## config.mk

```make
export PLATFORM = sky130hd
export DESIGN_NAME = serial_rx_and_output_ports
export DESIGN_NICKNAME = d
export VERILOG_FILES = /design/src/logic/sio_pkg.sv /design/src/logic/char_stream_if.sv /design/src/logic/char_fifo.sv /design/src/logic/serial_rx_and_output_ports.sv
export SDC_FILE = /design/constraint.sdc
export NUM_CORES = 1
export LEC_CHECK = 0
export BUFFER_PORTS_ARGS = -buffer_cell sky130_fd_sc_hd__buf_2
export CORE_MARGIN = 2
export CORE_UTILIZATION = 30
export DETAILED_ROUTE_END_ITERATION = 8
export HOLD_SLACK_MARGIN = 0.06
export PLACE_DENSITY_LB_ADDON = 0.05
export REMOVE_ABC_BUFFERS = 1
export SLEW_MARGIN = 0
export SYNTH_ARGS = -nofsm -noshare
export SYNTH_HDL_FRONTEND = slang
export SYNTH_SLANG_ARGS = --single-unit
```

## constraint.sdc

```tcl
create_clock -name clock -period 4.35 [get_ports clock]
set_input_delay 0.435 -clock clock [delete_from_list [all_inputs] [get_ports clock]]
set_output_delay 0.435 -clock clock [all_outputs]
set_load 0.03 [all_outputs]
```

## src/logic/sio_pkg.sv

```systemverilog
// constants shared by the serial receiver, output ports and fifo
// assumes a single 50 MHz clock and a synchronous reset copy
package sio_pkg;
	localparam int DATA_W = 8; // width of every port and of the bus
	localparam int IN_PORTS = 6; // input ports 0 to 5
	localparam logic [2:0] IN_SEL_W_MAX = 3'h5; // highest input port
	localparam logic [2:0] TOP_PORT_BIT = 3'h7; // default serial line bit
	localparam logic [2:0] RX_PORT_RESET = 3'h0; // default serial port
	localparam int STROBES = 16; // standard plus expanded ports
	localparam logic [7:0] OUT_STD_FIRST = 8'h08; // port 10 octal
	localparam logic [7:0] OUT_STD_LAST = 8'h0f; // port 17 octal
	localparam logic [7:0] OUT_EXP_FIRST = 8'h10; // port 20 octal
	localparam logic [7:0] OUT_EXP_LAST = 8'h17; // port 27 octal
	localparam logic [3:0] CHAR_LEN_MIN = 4'h5; // five-level code
	localparam logic [3:0] CHAR_LEN_MAX = 4'h8; // eight-level code
	localparam logic [15:0] BIT_PERIOD_RESET = 16'h0004; // fallback period
	localparam int FIFO_DEPTH = 8; // received characters held
	localparam logic MARK = 1'b1; // marking line level
	localparam logic SPACE = 1'b0; // spacing line level
	typedef enum logic [1:0] {
		RX_IDLE,
		RX_START,
		RX_DATA,
		RX_STOP
	} rx_state_t;
endpackage

```

## src/logic/char_stream_if.sv

```systemverilog
// valid/ready word stream between the receiver and its fifo
// assumes both ends share one clock
interface char_stream_if #(parameter int WIDTH = 8);
	logic valid; // word offered
	logic ready; // word accepted when both high
	logic [WIDTH-1:0] data; // word itself
	modport src (output valid, output data, input ready);
	modport snk (input valid, input data, output ready);
endinterface

```

## src/logic/char_fifo.sv

```systemverilog
// small fifo of received characters with a registered read port
// assumes synchronous active-low reset and one clock
module char_fifo #(
	parameter int WIDTH = 8,
	parameter int DEPTH = 8
) (
	input wire logic clock,
	input wire logic rst_n,
	char_stream_if.snk fill,
	char_stream_if.src drain
);
	localparam int AW = $clog2(DEPTH);
	logic [WIDTH-1:0] mem [DEPTH]; // storage words
	logic [AW-1:0] wr_ptr; // next slot to write
	logic [AW-1:0] rd_ptr; // next slot to read
	logic [AW:0] count; // words in storage
	logic push; // fill handshake
	logic pop; // storage to output register
	logic out_valid; // output register holds a word
	logic [WIDTH-1:0] out_data; // output register
	// honest full: ready drops only when every slot is taken
	assign fill.ready = (count != (AW+1)'(DEPTH));
	assign push = fill.valid && fill.ready;
	assign pop = (count != '0) && (!out_valid || drain.ready);
	assign drain.valid = out_valid;
	assign drain.data = out_data;
	// storage writes, no reset needed on data
	always_ff @(posedge clock) begin
		if (push) begin
			mem[wr_ptr] <= fill.data;
		end
	end
	// pointers and occupancy
	always_ff @(posedge clock) begin
		if (!rst_n) begin
			wr_ptr <= '0;
			rd_ptr <= '0;
			count <= '0;
		end else begin
			if (push) begin
				wr_ptr <= wr_ptr + 1'b1;
			end
			if (pop) begin
				rd_ptr <= rd_ptr + 1'b1;
			end
			// simultaneous push and pop leaves the count alone
			if (push && !pop) begin
				count <= count + 1'b1;
			end else if (pop && !push) begin
				count <= count - 1'b1;
			end
		end
	end
	// registered read port, refilled as soon as it empties
	always_ff @(posedge clock) begin
		if (!rst_n) begin
			out_valid <= 1'b0;
			out_data <= '0;
		end else if (pop) begin
			out_valid <= 1'b1;
			out_data <= mem[rd_ptr];
		end else if (drain.ready) begin
			out_valid <= 1'b0;
		end
	end
endmodule

```

## src/logic/serial_rx_and_output_ports.sv

```systemverilog
// serial start/stop receiver on one input line, six input ports
// and sixteen strobed output ports sharing one data bus
// assumes inputs synchronous to clock, latches outside take the bus
//
// Overview of operation
// - line high is mark, low space
// - serial bit selectable, defaults to top bit
// - steady mark keeps receiver idle, polling
// - space while idle starts a character
// - sample at programmable bit period intervals
// - sample near middle of each cell
// - shift samples in arrival order, mark one
// - stop bit found by counting bits
// - after stop, return to idle polling
// - each output port: eight data, one strobe
// - one shared output bus for all ports
// - strobe alone selects the receiving port
// - addressed port strobed while bus valid
// - standard ports ten to seventeen decoded
// - expanded ports twenty to twenty-seven too
// - six input ports read in parallel
module serial_rx_and_output_ports (
	input wire logic clock,
	input wire logic arst_n,
	input wire logic [47:0] in_lines,
	input wire logic in_read,
	input wire logic [2:0] in_sel,
	output logic [7:0] in_data,
	output logic in_done,
	input wire logic [2:0] rx_port_sel,
	input wire logic [2:0] rx_bit_sel,
	input wire logic [15:0] bit_period,
	input wire logic [3:0] char_len,
	output logic [7:0] rx_data,
	output logic rx_valid,
	input wire logic rx_ready,
	output logic frame_err,
	output logic overrun,
	input wire logic err_clear,
	input wire logic out_write,
	input wire logic [7:0] out_addr,
	input wire logic [7:0] out_value,
	input wire logic expand_en,
	output logic [7:0] out_bus,
	output logic [15:0] out_strobe
);
	// reset release path
	logic rst_meta; // first stage, read only by rst_sync
	logic rst_sync; // second stage

	// receiver state
	sio_pkg::rx_state_t state; // receiver phase
	logic [15:0] timer; // cycles left to the next sample
	logic [3:0] bits_got; // data bits collected so far
	logic [7:0] shift; // character being assembled
	logic [3:0] len; // length latched at the start bit
	logic [7:0] rx_word; // port that carries the serial line
	logic line; // chosen serial line
	logic [15:0] per; // bit period in force, never zero
	logic [15:0] half; // cycles from start edge to mid start bit
	logic tick; // timer reached its sample point
	logic stop_ok; // stop sample was a mark
	logic stop_seen; // stop sample taken this cycle

	// fifo between receiver and reader
	char_stream_if #(.WIDTH(sio_pkg::DATA_W)) rx_in ();
	char_stream_if #(.WIDTH(sio_pkg::DATA_W)) rx_out ();

	// output decode
	logic [15:0] next_strobe; // one-hot strobe for this write

	// picks one eight-line port out of the packed input lines
	function automatic logic [7:0] port_slice(
		input logic [47:0] lines,
		input logic [2:0] sel
	);
		logic [7:0] r;
		r = 8'h00;
		// out-of-range ports read as zero
		if (sel <= sio_pkg::IN_SEL_W_MAX) begin
			r = lines[sel*8 +: 8];
		end
		return r;
	endfunction

	// turns an output address into a one-hot strobe, or none
	function automatic logic [15:0] strobe_of(
		input logic [7:0] addr,
		input logic exp
	);
		logic [15:0] r;
		logic [7:0] idx;
		r = 16'h0000;
		idx = addr - sio_pkg::OUT_STD_FIRST;
		if (addr >= sio_pkg::OUT_STD_FIRST && addr <= sio_pkg::OUT_STD_LAST) begin
			r[idx[3:0]] = 1'b1;
		end else if (exp && addr >= sio_pkg::OUT_EXP_FIRST
				&& addr <= sio_pkg::OUT_EXP_LAST) begin
			r[idx[3:0]] = 1'b1;
		end
		return r;
	endfunction

	// cycles per bit, a zero period replaced by the safe fallback
	function automatic logic [15:0] period_of(
		input logic [15:0] p
	);
		logic [15:0] r;
		r = p;
		// zero would wrap the timer reload and stall the receiver
		if (p == 16'h0000) begin
			r = sio_pkg::BIT_PERIOD_RESET;
		end
		return r;
	endfunction

	// asynchronous assert, two-flop release
	always_ff @(posedge clock or negedge arst_n) begin
		if (!arst_n) begin
			rst_meta <= 1'b0;
			rst_sync <= 1'b0;
		end else begin
			rst_meta <= 1'b1;
			rst_sync <= rst_meta;
		end
	end

	// serial line pick: any port, any bit, top bit by default wiring
	// whole port first, then the chosen bit of it
	assign rx_word = port_slice(in_lines, rx_port_sel);
	assign line = rx_word[rx_bit_sel];
	assign per = period_of(bit_period);
	assign half = per >> 1;
	assign tick = (timer == 16'h0000);
	assign stop_seen = (state == sio_pkg::RX_STOP) && tick;
	assign stop_ok = (line == sio_pkg::MARK);

	// receiver sequencer
	always_ff @(posedge clock) begin
		if (!rst_sync) begin
			state <= sio_pkg::RX_IDLE;
		end else begin
			case (state)
				sio_pkg::RX_IDLE: begin
					// steady mark: keep polling, nothing starts
					if (line == sio_pkg::SPACE) begin
						state <= sio_pkg::RX_START;
					end
				end
				sio_pkg::RX_START: begin
					// recheck at mid start bit; a glitch goes back idle
					if (tick) begin
						if (line == sio_pkg::SPACE) begin
							state <= sio_pkg::RX_DATA;
						end else begin
							state <= sio_pkg::RX_IDLE;
						end
					end
				end
				sio_pkg::RX_DATA: begin
					// bit count, not the line, decides the stop bit
					if (tick && (bits_got + 4'h1 == len)) begin
						state <= sio_pkg::RX_STOP;
					end
				end
				sio_pkg::RX_STOP: begin
					if (tick) begin
						state <= sio_pkg::RX_IDLE;
					end
				end
				default: begin
					state <= sio_pkg::RX_IDLE;
				end
			endcase
		end
	end

	// bit timer: half a period to mid start, then whole periods
	always_ff @(posedge clock) begin
		if (!rst_sync) begin
			timer <= 16'h0000;
		end else if (state == sio_pkg::RX_IDLE) begin
			// half period lands every later sample mid cell
			if (half == 16'h0000) begin
				timer <= 16'h0000; // one-cycle period: no room for a half
			end else begin
				timer <= half - 16'h0001;
			end
		end else if (tick) begin
			// a period changed mid frame takes effect at the next sample
			timer <= per - 16'h0001;
		end else begin
			timer <= timer - 16'h0001;
		end
	end

	// character length latched at each start so changes mid frame are safe
	always_ff @(posedge clock) begin
		if (!rst_sync) begin
			len <= sio_pkg::CHAR_LEN_MAX;
		end else if (state == sio_pkg::RX_IDLE) begin
			if (char_len < sio_pkg::CHAR_LEN_MIN) begin
				len <= sio_pkg::CHAR_LEN_MIN;
			end else if (char_len > sio_pkg::CHAR_LEN_MAX) begin
				len <= sio_pkg::CHAR_LEN_MAX;
			end else begin
				len <= char_len;
			end
		end
	end

	// data shifter: first bit in ends up lowest after alignment
	always_ff @(posedge clock) begin
		if (!rst_sync) begin
			shift <= 8'h00;
			bits_got <= 4'h0;
		end else if (state == sio_pkg::RX_IDLE) begin
			shift <= 8'h00;
			bits_got <= 4'h0;
		end else if (state == sio_pkg::RX_DATA && tick) begin
			shift <= {line, shift[7:1]};
			bits_got <= bits_got + 4'h1;
		end
	end

	// finished character offered to the fifo on a marking stop
	assign rx_in.valid = stop_seen && stop_ok;
	assign rx_in.data = shift >> (4'h8 - len);

	// error flags: set wins over a clear in the same cycle
	always_ff @(posedge clock) begin
		if (!rst_sync) begin
			frame_err <= 1'b0;
			overrun <= 1'b0;
		end else begin
			if (stop_seen && !stop_ok) begin
				frame_err <= 1'b1;
			end else if (err_clear) begin
				frame_err <= 1'b0;
			end
			// full fifo: the character is lost, not the older ones
			if (rx_in.valid && !rx_in.ready) begin
				overrun <= 1'b1;
			end else if (err_clear) begin
				overrun <= 1'b0;
			end
		end
	end

	// nine-character buffer between receiver and reader: eight slots plus the output register
	char_fifo #(
		.WIDTH(sio_pkg::DATA_W),
		.DEPTH(sio_pkg::FIFO_DEPTH)
	) u_fifo (
		.clock(clock),
		.rst_n(rst_sync),
		.fill(rx_in),
		.drain(rx_out)
	);

	// reader side: valid doubles as the character-ready flag
	assign rx_data = rx_out.data;
	assign rx_valid = rx_out.valid;
	assign rx_out.ready = rx_ready;

	// parallel input read: all eight lines in one sample
	always_ff @(posedge clock) begin
		if (!rst_sync) begin
			in_data <= 8'h00;
			in_done <= 1'b0;
		end else begin
			in_done <= in_read;
			if (in_read) begin
				in_data <= port_slice(in_lines, in_sel);
			end
		end
	end

	// one-hot decode guarantees a single port per write
	assign next_strobe = out_write ? strobe_of(out_addr, expand_en) : 16'h0000;

	// shared bus and strobes launched on the same edge
	always_ff @(posedge clock) begin
		if (!rst_sync) begin
			out_bus <= 8'h00;
		end else if (next_strobe != 16'h0000) begin
			// bus holds after the strobe so latches see stable data
			out_bus <= out_value;
		end
	end

	// strobe is the decode registered each cycle, high for as long as a decoded write is held
	always_ff @(posedge clock) begin
		if (!rst_sync) begin
			out_strobe <= 16'h0000;
		end else begin
			out_strobe <= next_strobe;
		end
	end
endmodule

```

# Word-level counts from Yosys, hierarchy flattened
# Memories as Yosys holds them, arrays and structs flattened. A register that Yosys moved wholly into a read port is not among the register bits.
# Index checks and enable logic that the tools add are counted.
# W data, S select, Z words.
# totals
ramBits	64
n_memories	1
ff_bits	82
input_bits	100
# op_classes
n_addsub	10
bitwise	1
shift	3
magnitude_cmp	11
muxes	30
eq_ne	9
n_reduce_logical	33
# mem_list
name	words	word_bits	rd	rd_ports_with_merged_regs	wr	line_no	rtl
u_fifo.mem	8	8	1	1	1	char_fifo.sv:13	logic [WIDTH-1:0] mem [DEPTH];
# ops
operator	count
$mux W16	7
$shiftx A48 B7 Y8	2
$logic_not A16 Y1	3
$sub A16 B1 Y16 const B	2
$mux W4	4
$mux W8	2
$reduce_bool A16 Y1	1
$sub A15 B1 Y16 const B	1
$logic_and A1 B1 Y1	14
$mux W2	5
$mux W1	9
$add A4 B1 Y4 const B	2
$ge A8 B4 Y1 const B	1
$ge A8 B5 Y1 const B	1
$le A8 B4 Y1 const B	1
$le A8 B5 Y1 const B	1
$ne A2 B2 Y1 const B	4
$pmux W2 S4	1
$reduce_bool A2 Y1	4
$shr A8 B4 Y8	1
$add A3 B1 Y3 const B	2
$le A3 B3 Y1 const B	2
$logic_not A1 Y1	6
$lt A4 B5 Y1 const B	1
other kinds (19)	20

# Longest topological paths before layout
# logic_depth
depth_word	10
ltp_mapped	14
mapped_depth_nobuf	13

# Cells and area by module
# A second synthesis with hierarchy kept.
# hier_totals
cells_unflattened	720
hier_area_um2	7941.4
# by_module_without_submodules
module	area_each_um2	cells_each	n_inst	seq_area_each_um2
serial_rx_and_output_ports	4638.2	518	1	1431.4
char_fifo	3303.2	202	1	2302.2

# Worst setup path before layout
# No wires, ideal clock.
# synth_timing
kind	reg2reg
start	register timer[4]
end	register u_fifo.count[3]
n_path_buf	0
path_slack_ns	1.065
arrival_ns	3.215
stages_incl_launch_ff	14
t_required_ns	4.280
path_cell_list	dfxtp_1 nor4_1 nand4_1 nor4_1 nand2_1 nand2_1 ha_1 inv_1 ha_1 a21o_1 a21oi_1 xnor2_1 or3_1 a21oi_1
# synth_via
elab_chain_cells	7
word_cells_on_any_way	9
classes_between	mux (1); reduce/logical (8)
# synth_rtl
item	line_no	rtl
start: declaration	serial_rx_and_output_ports.sv:53	logic [15:0] timer;
start signal: assignment	serial_rx_and_output_ports.sv:187	timer <= half - 16'h0001;
start signal: assignment	serial_rx_and_output_ports.sv:191	timer <= per - 16'h0001;
start signal: assignment	serial_rx_and_output_ports.sv:193	timer <= timer - 16'h0001;
$logic_not A16 Y1 (*)	serial_rx_and_output_ports.sv:134	assign tick = (timer == 16'h0000);
$logic_and A1 B1 Y1 (*)	serial_rx_and_output_ports.sv:135	assign stop_seen = (state == sio_pkg::RX_STOP) && tick;
$logic_and A1 B1 Y1 (*)	serial_rx_and_output_ports.sv:227	assign rx_in.valid = stop_seen && stop_ok;
$logic_and A1 B1 Y1 (*)	char_fifo.sv:23	assign push = fill.valid && fill.ready;
named net u_fifo.push	char_fifo.sv:17	logic push;
$logic_not A1 Y1	char_fifo.sv:49	end else if (pop && !push) begin
$logic_and A1 B1 Y1	char_fifo.sv:49	
$reduce_bool A2 Y1 (no line)	-	
end signal: assignment	char_fifo.sv:48	count <= count + 1'b1;
end signal: assignment	char_fifo.sv:50	count <= count - 1'b1;
end: declaration	char_fifo.sv:16	logic [AW:0] count;
# The timed path passes the listed nets; every way through them passes the cells marked *.
# A chain may end at the register's enable or synchronous reset.

# Worst setup path after layout
# Ends and elaborated chain as after synthesis.

==> impl_metrics.json <==
{
  "outcome": "finished, final reports clean",
  "holdWs_ns": 0.248,
  "yosys.area_share.simple": 0.146,
  "ir_worst_vdd_mv": 0.288,
  "drive_above_1_share": 0.289,
  "cap_violations": 0,
  "gp_congestion": 0.853,
  "syn_area_per_cell_sq_um": 11.2,
  "synth.mux.area_fraction": 0.181,
  "cts_buffer_depth": 2,
  "hold_buffers": 1,
  "cts_sinks": 154,
  "grt_util_all_layers": 0.153,
  "start_kind": "flip-flop",
  "final_util": 0.371,
  "dr.pass1.iters": 4,
  "gr-total-overflow": 0,
  "cts_resized": 0,
  "clockRootBuffer": "clkbuf_16",
  "grt_first_pass_wirelength_um": 31900,
  "setup_tns_ns": 0,
  "num_antenna_cells": 0,
  "register_area_sq_um": 3730,
  "drv_slew": 0,
  "vias": 5996,
  "hpwl_um": 14500,
  "arrival_ns": 3.97,
  "synth-seq-cells": 154,
  "yosysUniqueCellTypes": 68,
  "fillCellCount": 2519,
  "yosysWarnings": 0,
  "grt.met1_usage": 0.207,
  "start_util": 0.305,
  "grt_pass1_vias": 5918,
  "cp-end-kind": "flip-flop",
  "required_ns": 4.71,
  "finalPower_uw": 4190,
  "clock_skew_ns": 0.0202,
  "timing.fmax_mhz": 277,
  "setup_viol": 0,
  "crit_path_max_fanout": 9,
  "io_pins": 144,
  "post-route-period-util": 0.830,
  "dieArea_sq_um": 26900,
  "hold_path.class": "in2reg",
  "gr-usage-met3": 0.0280,
  "syn-instance-count": 683,
  "synthAdderAreaFrac": 0.0189,
  "r2r_setup_slack_ns": 0.74,
  "antenna_found_initial": 0,
  "grt-busiest-layer": "met2",
  "synthFlopType": "dfxtp_1",
  "hold_start": "out_value[0]",
  "drt_iter0_markers": 310,
  "rows": 58,
  "leakage_uw": 0.00349,
  "yosysSeqAreaShare": 0.486,
  "tightestPinTransition_ns": 1.13,
  "power-per-cell-area_nw_per_um2": 448,
  "mostFrequentLayoutCell": "buf_2",
  "final-hold-violation-count": 0,
  "viasPerCell": 5.18,
  "worst_slack_ns": 0.738,
  "synth-edff-count": 64,
  "grt_max_degree": 26,
  "core_area_sq_um": 25200,
  "r2r_end": "u_fifo.count[3]",
  "cts_tree": "yes",
  "r2r_cells": 14,
  "worstSetupStartpoint": "timer[4]",
  "synth_xor_area_frac": 0.0354,
  "r2r-start": "timer[4]",
  "endpoint": "u_fifo.count[3]",
  "grtUsageMet2": 0.248,
  "drc": 0,
  "die_h_um": 164,
  "clkTransAtPathRegs_ns": 0.07,
  "rsz0062_at_grt": "false",
  "synth_top_family_by_area": "multiplexers",
  "wl_per_cell_um": 17.3,
  "port-buffer-count": 143,
  "nNetsFinal": 926,
  "fp.dieW_um": 164,
  "drt-total-wl_um": 20100,
  "dpl_worst_slack_ns": 0.573,
  "path_class": "reg2reg",
  "cts_buffers": 17,
  "drtAntennaViolNets": 0,
  "synth_compound_area_frac": 0.107,
  "netlist_area_sq_um": 7680,
  "slew_headroom": 0.241,
  "postCtsSetupRepairBufs": 0,
  "syn_to_final_growth_pct": 21.7,
  "async_reset_ff_frac": 0.0130,
  "multi_input_area_sq_um": 3760,
  "most-common-layout-cells": "buf_2, nor2_1, dfxtp_1, edfxtp_1, mux2i_1",
  "clk_latency_ns": 0.43,
  "post-route-min-period_ns": 3.61,
  "h-tree-depth": 4
}
## per-layer routing
metal	wire, um	part of all wire	vias up
li1	-	-	2878
met1	9330	0.46	2932
met2	9540	0.48	171
met3	940	0.047	15
met4	257	0.013	0
met5	0	0	-
## cell type report
cell class	count	share of cell area
Clock buffer	17	0.0455
Inverter	13	0.00522
Sequential cell	154	0.399
Timing Repair Buffer	151	0.0832
Clock inverter	15	0.0207
Tap cell	330	0.0442
Multi-Input combinational cell	478	0.402
## synthesized netlist by cell type, types with 3 or more instances
cell type | number | area [sq um]
nand4b_1 | 3 | 26.3
and2_1 | 3 | 18.8
xnor2_1 | 20 | 175
nand2b_1 | 10 | 62.6
or3_1 | 10 | 62.6
ha_1 | 10 | 125
and3_1 | 4 | 25.0
mux4_2 | 34 | 766
nor3_1 | 29 | 145
and4b_1 | 3 | 30.0
and4_1 | 6 | 52.6
mux2_2 | 11 | 124
clkbuf_1 | 29 | 109
o22ai_1 | 7 | 43.8
edfxtp_1 | 64 | 1920
mux2i_1 | 50 | 500
a21o_1 | 3 | 22.5
nand3_1 | 11 | 55.1
nand4_1 | 7 | 43.8
inv_1 | 11 | 41.3
nor2_1 | 91 | 342
o21ai_0 | 12 | 60.1
a211oi_1 | 18 | 135
a21oi_1 | 30 | 150
dfxtp_1 | 88 | 1760
nor4_1 | 8 | 50.1
nand2_1 | 22 | 82.6
a22oi_1 | 9 | 67.6
xor2_1 | 11 | 96.3
buf_1 | 7 | 26.3
a31oi_1 | 7 | 43.8
## how the worst min path moves through the flow
stage	end	cells after the start
final	out_bus[0]	3
after global routing	out_strobe[4]	2
after CTS	out_bus[7]	3
after detailed placement	rst_sync	1
after global placement	rst_meta	1
after floorplan	rst_meta	0
## worst max-delay path: stages (launching register included)
cell and delay, ns:
dfxtp_1 0.36, nor4_1 0.49, nand4_1 0.34, nor4_1 0.38, buf_4 0.20, nand4_1 0.10
nand2_1 0.22, ha_1 0.22, inv_1 0.09, ha_1 0.27, a21o_1 0.18, a21oi_1 0.17
xnor2_1 0.08, or3_1 0.31, a21oi_1 0.13
## state kept, by name (all words and copies together) (netlist names), named ones only
signal,flops
timer,16
u_fifo.drain.data,8
out_bus,8
frame_err,1
u_fifo.mem,64
bits_got,4
state,1
overrun,1
in_done,1
u_fifo.wr_ptr,3
out_strobe,16
rst_meta,1
u_fifo.rd_ptr,3
u_fifo.drain.valid,1
rst_sync,1
in_data,8
len,4
u_fifo.count,4
shift,8
## through the flow
stage | instances | instance area (sq um)
floorplan | 645 | 7530
global placement | 1125 | 8720
detailed placement | 1125 | 8720
CTS | 1158 | 9350
global route | 1158 | 9350
finish | 1158 | 9350
## cells by family after synthesis
kind of cell	count (synthesis)
other cells	1
xor+xnor	31
simple gates	222
flops	154
compound gates	118
mux	95
buf+inv	51
fa+ha+maj	11
## where the power goes
part	switching (uW)	internal [uW]
registers	126	1590
logic	537	420
clock network	730	786
total	1390	2800
(Power assumes the default switching activity.)
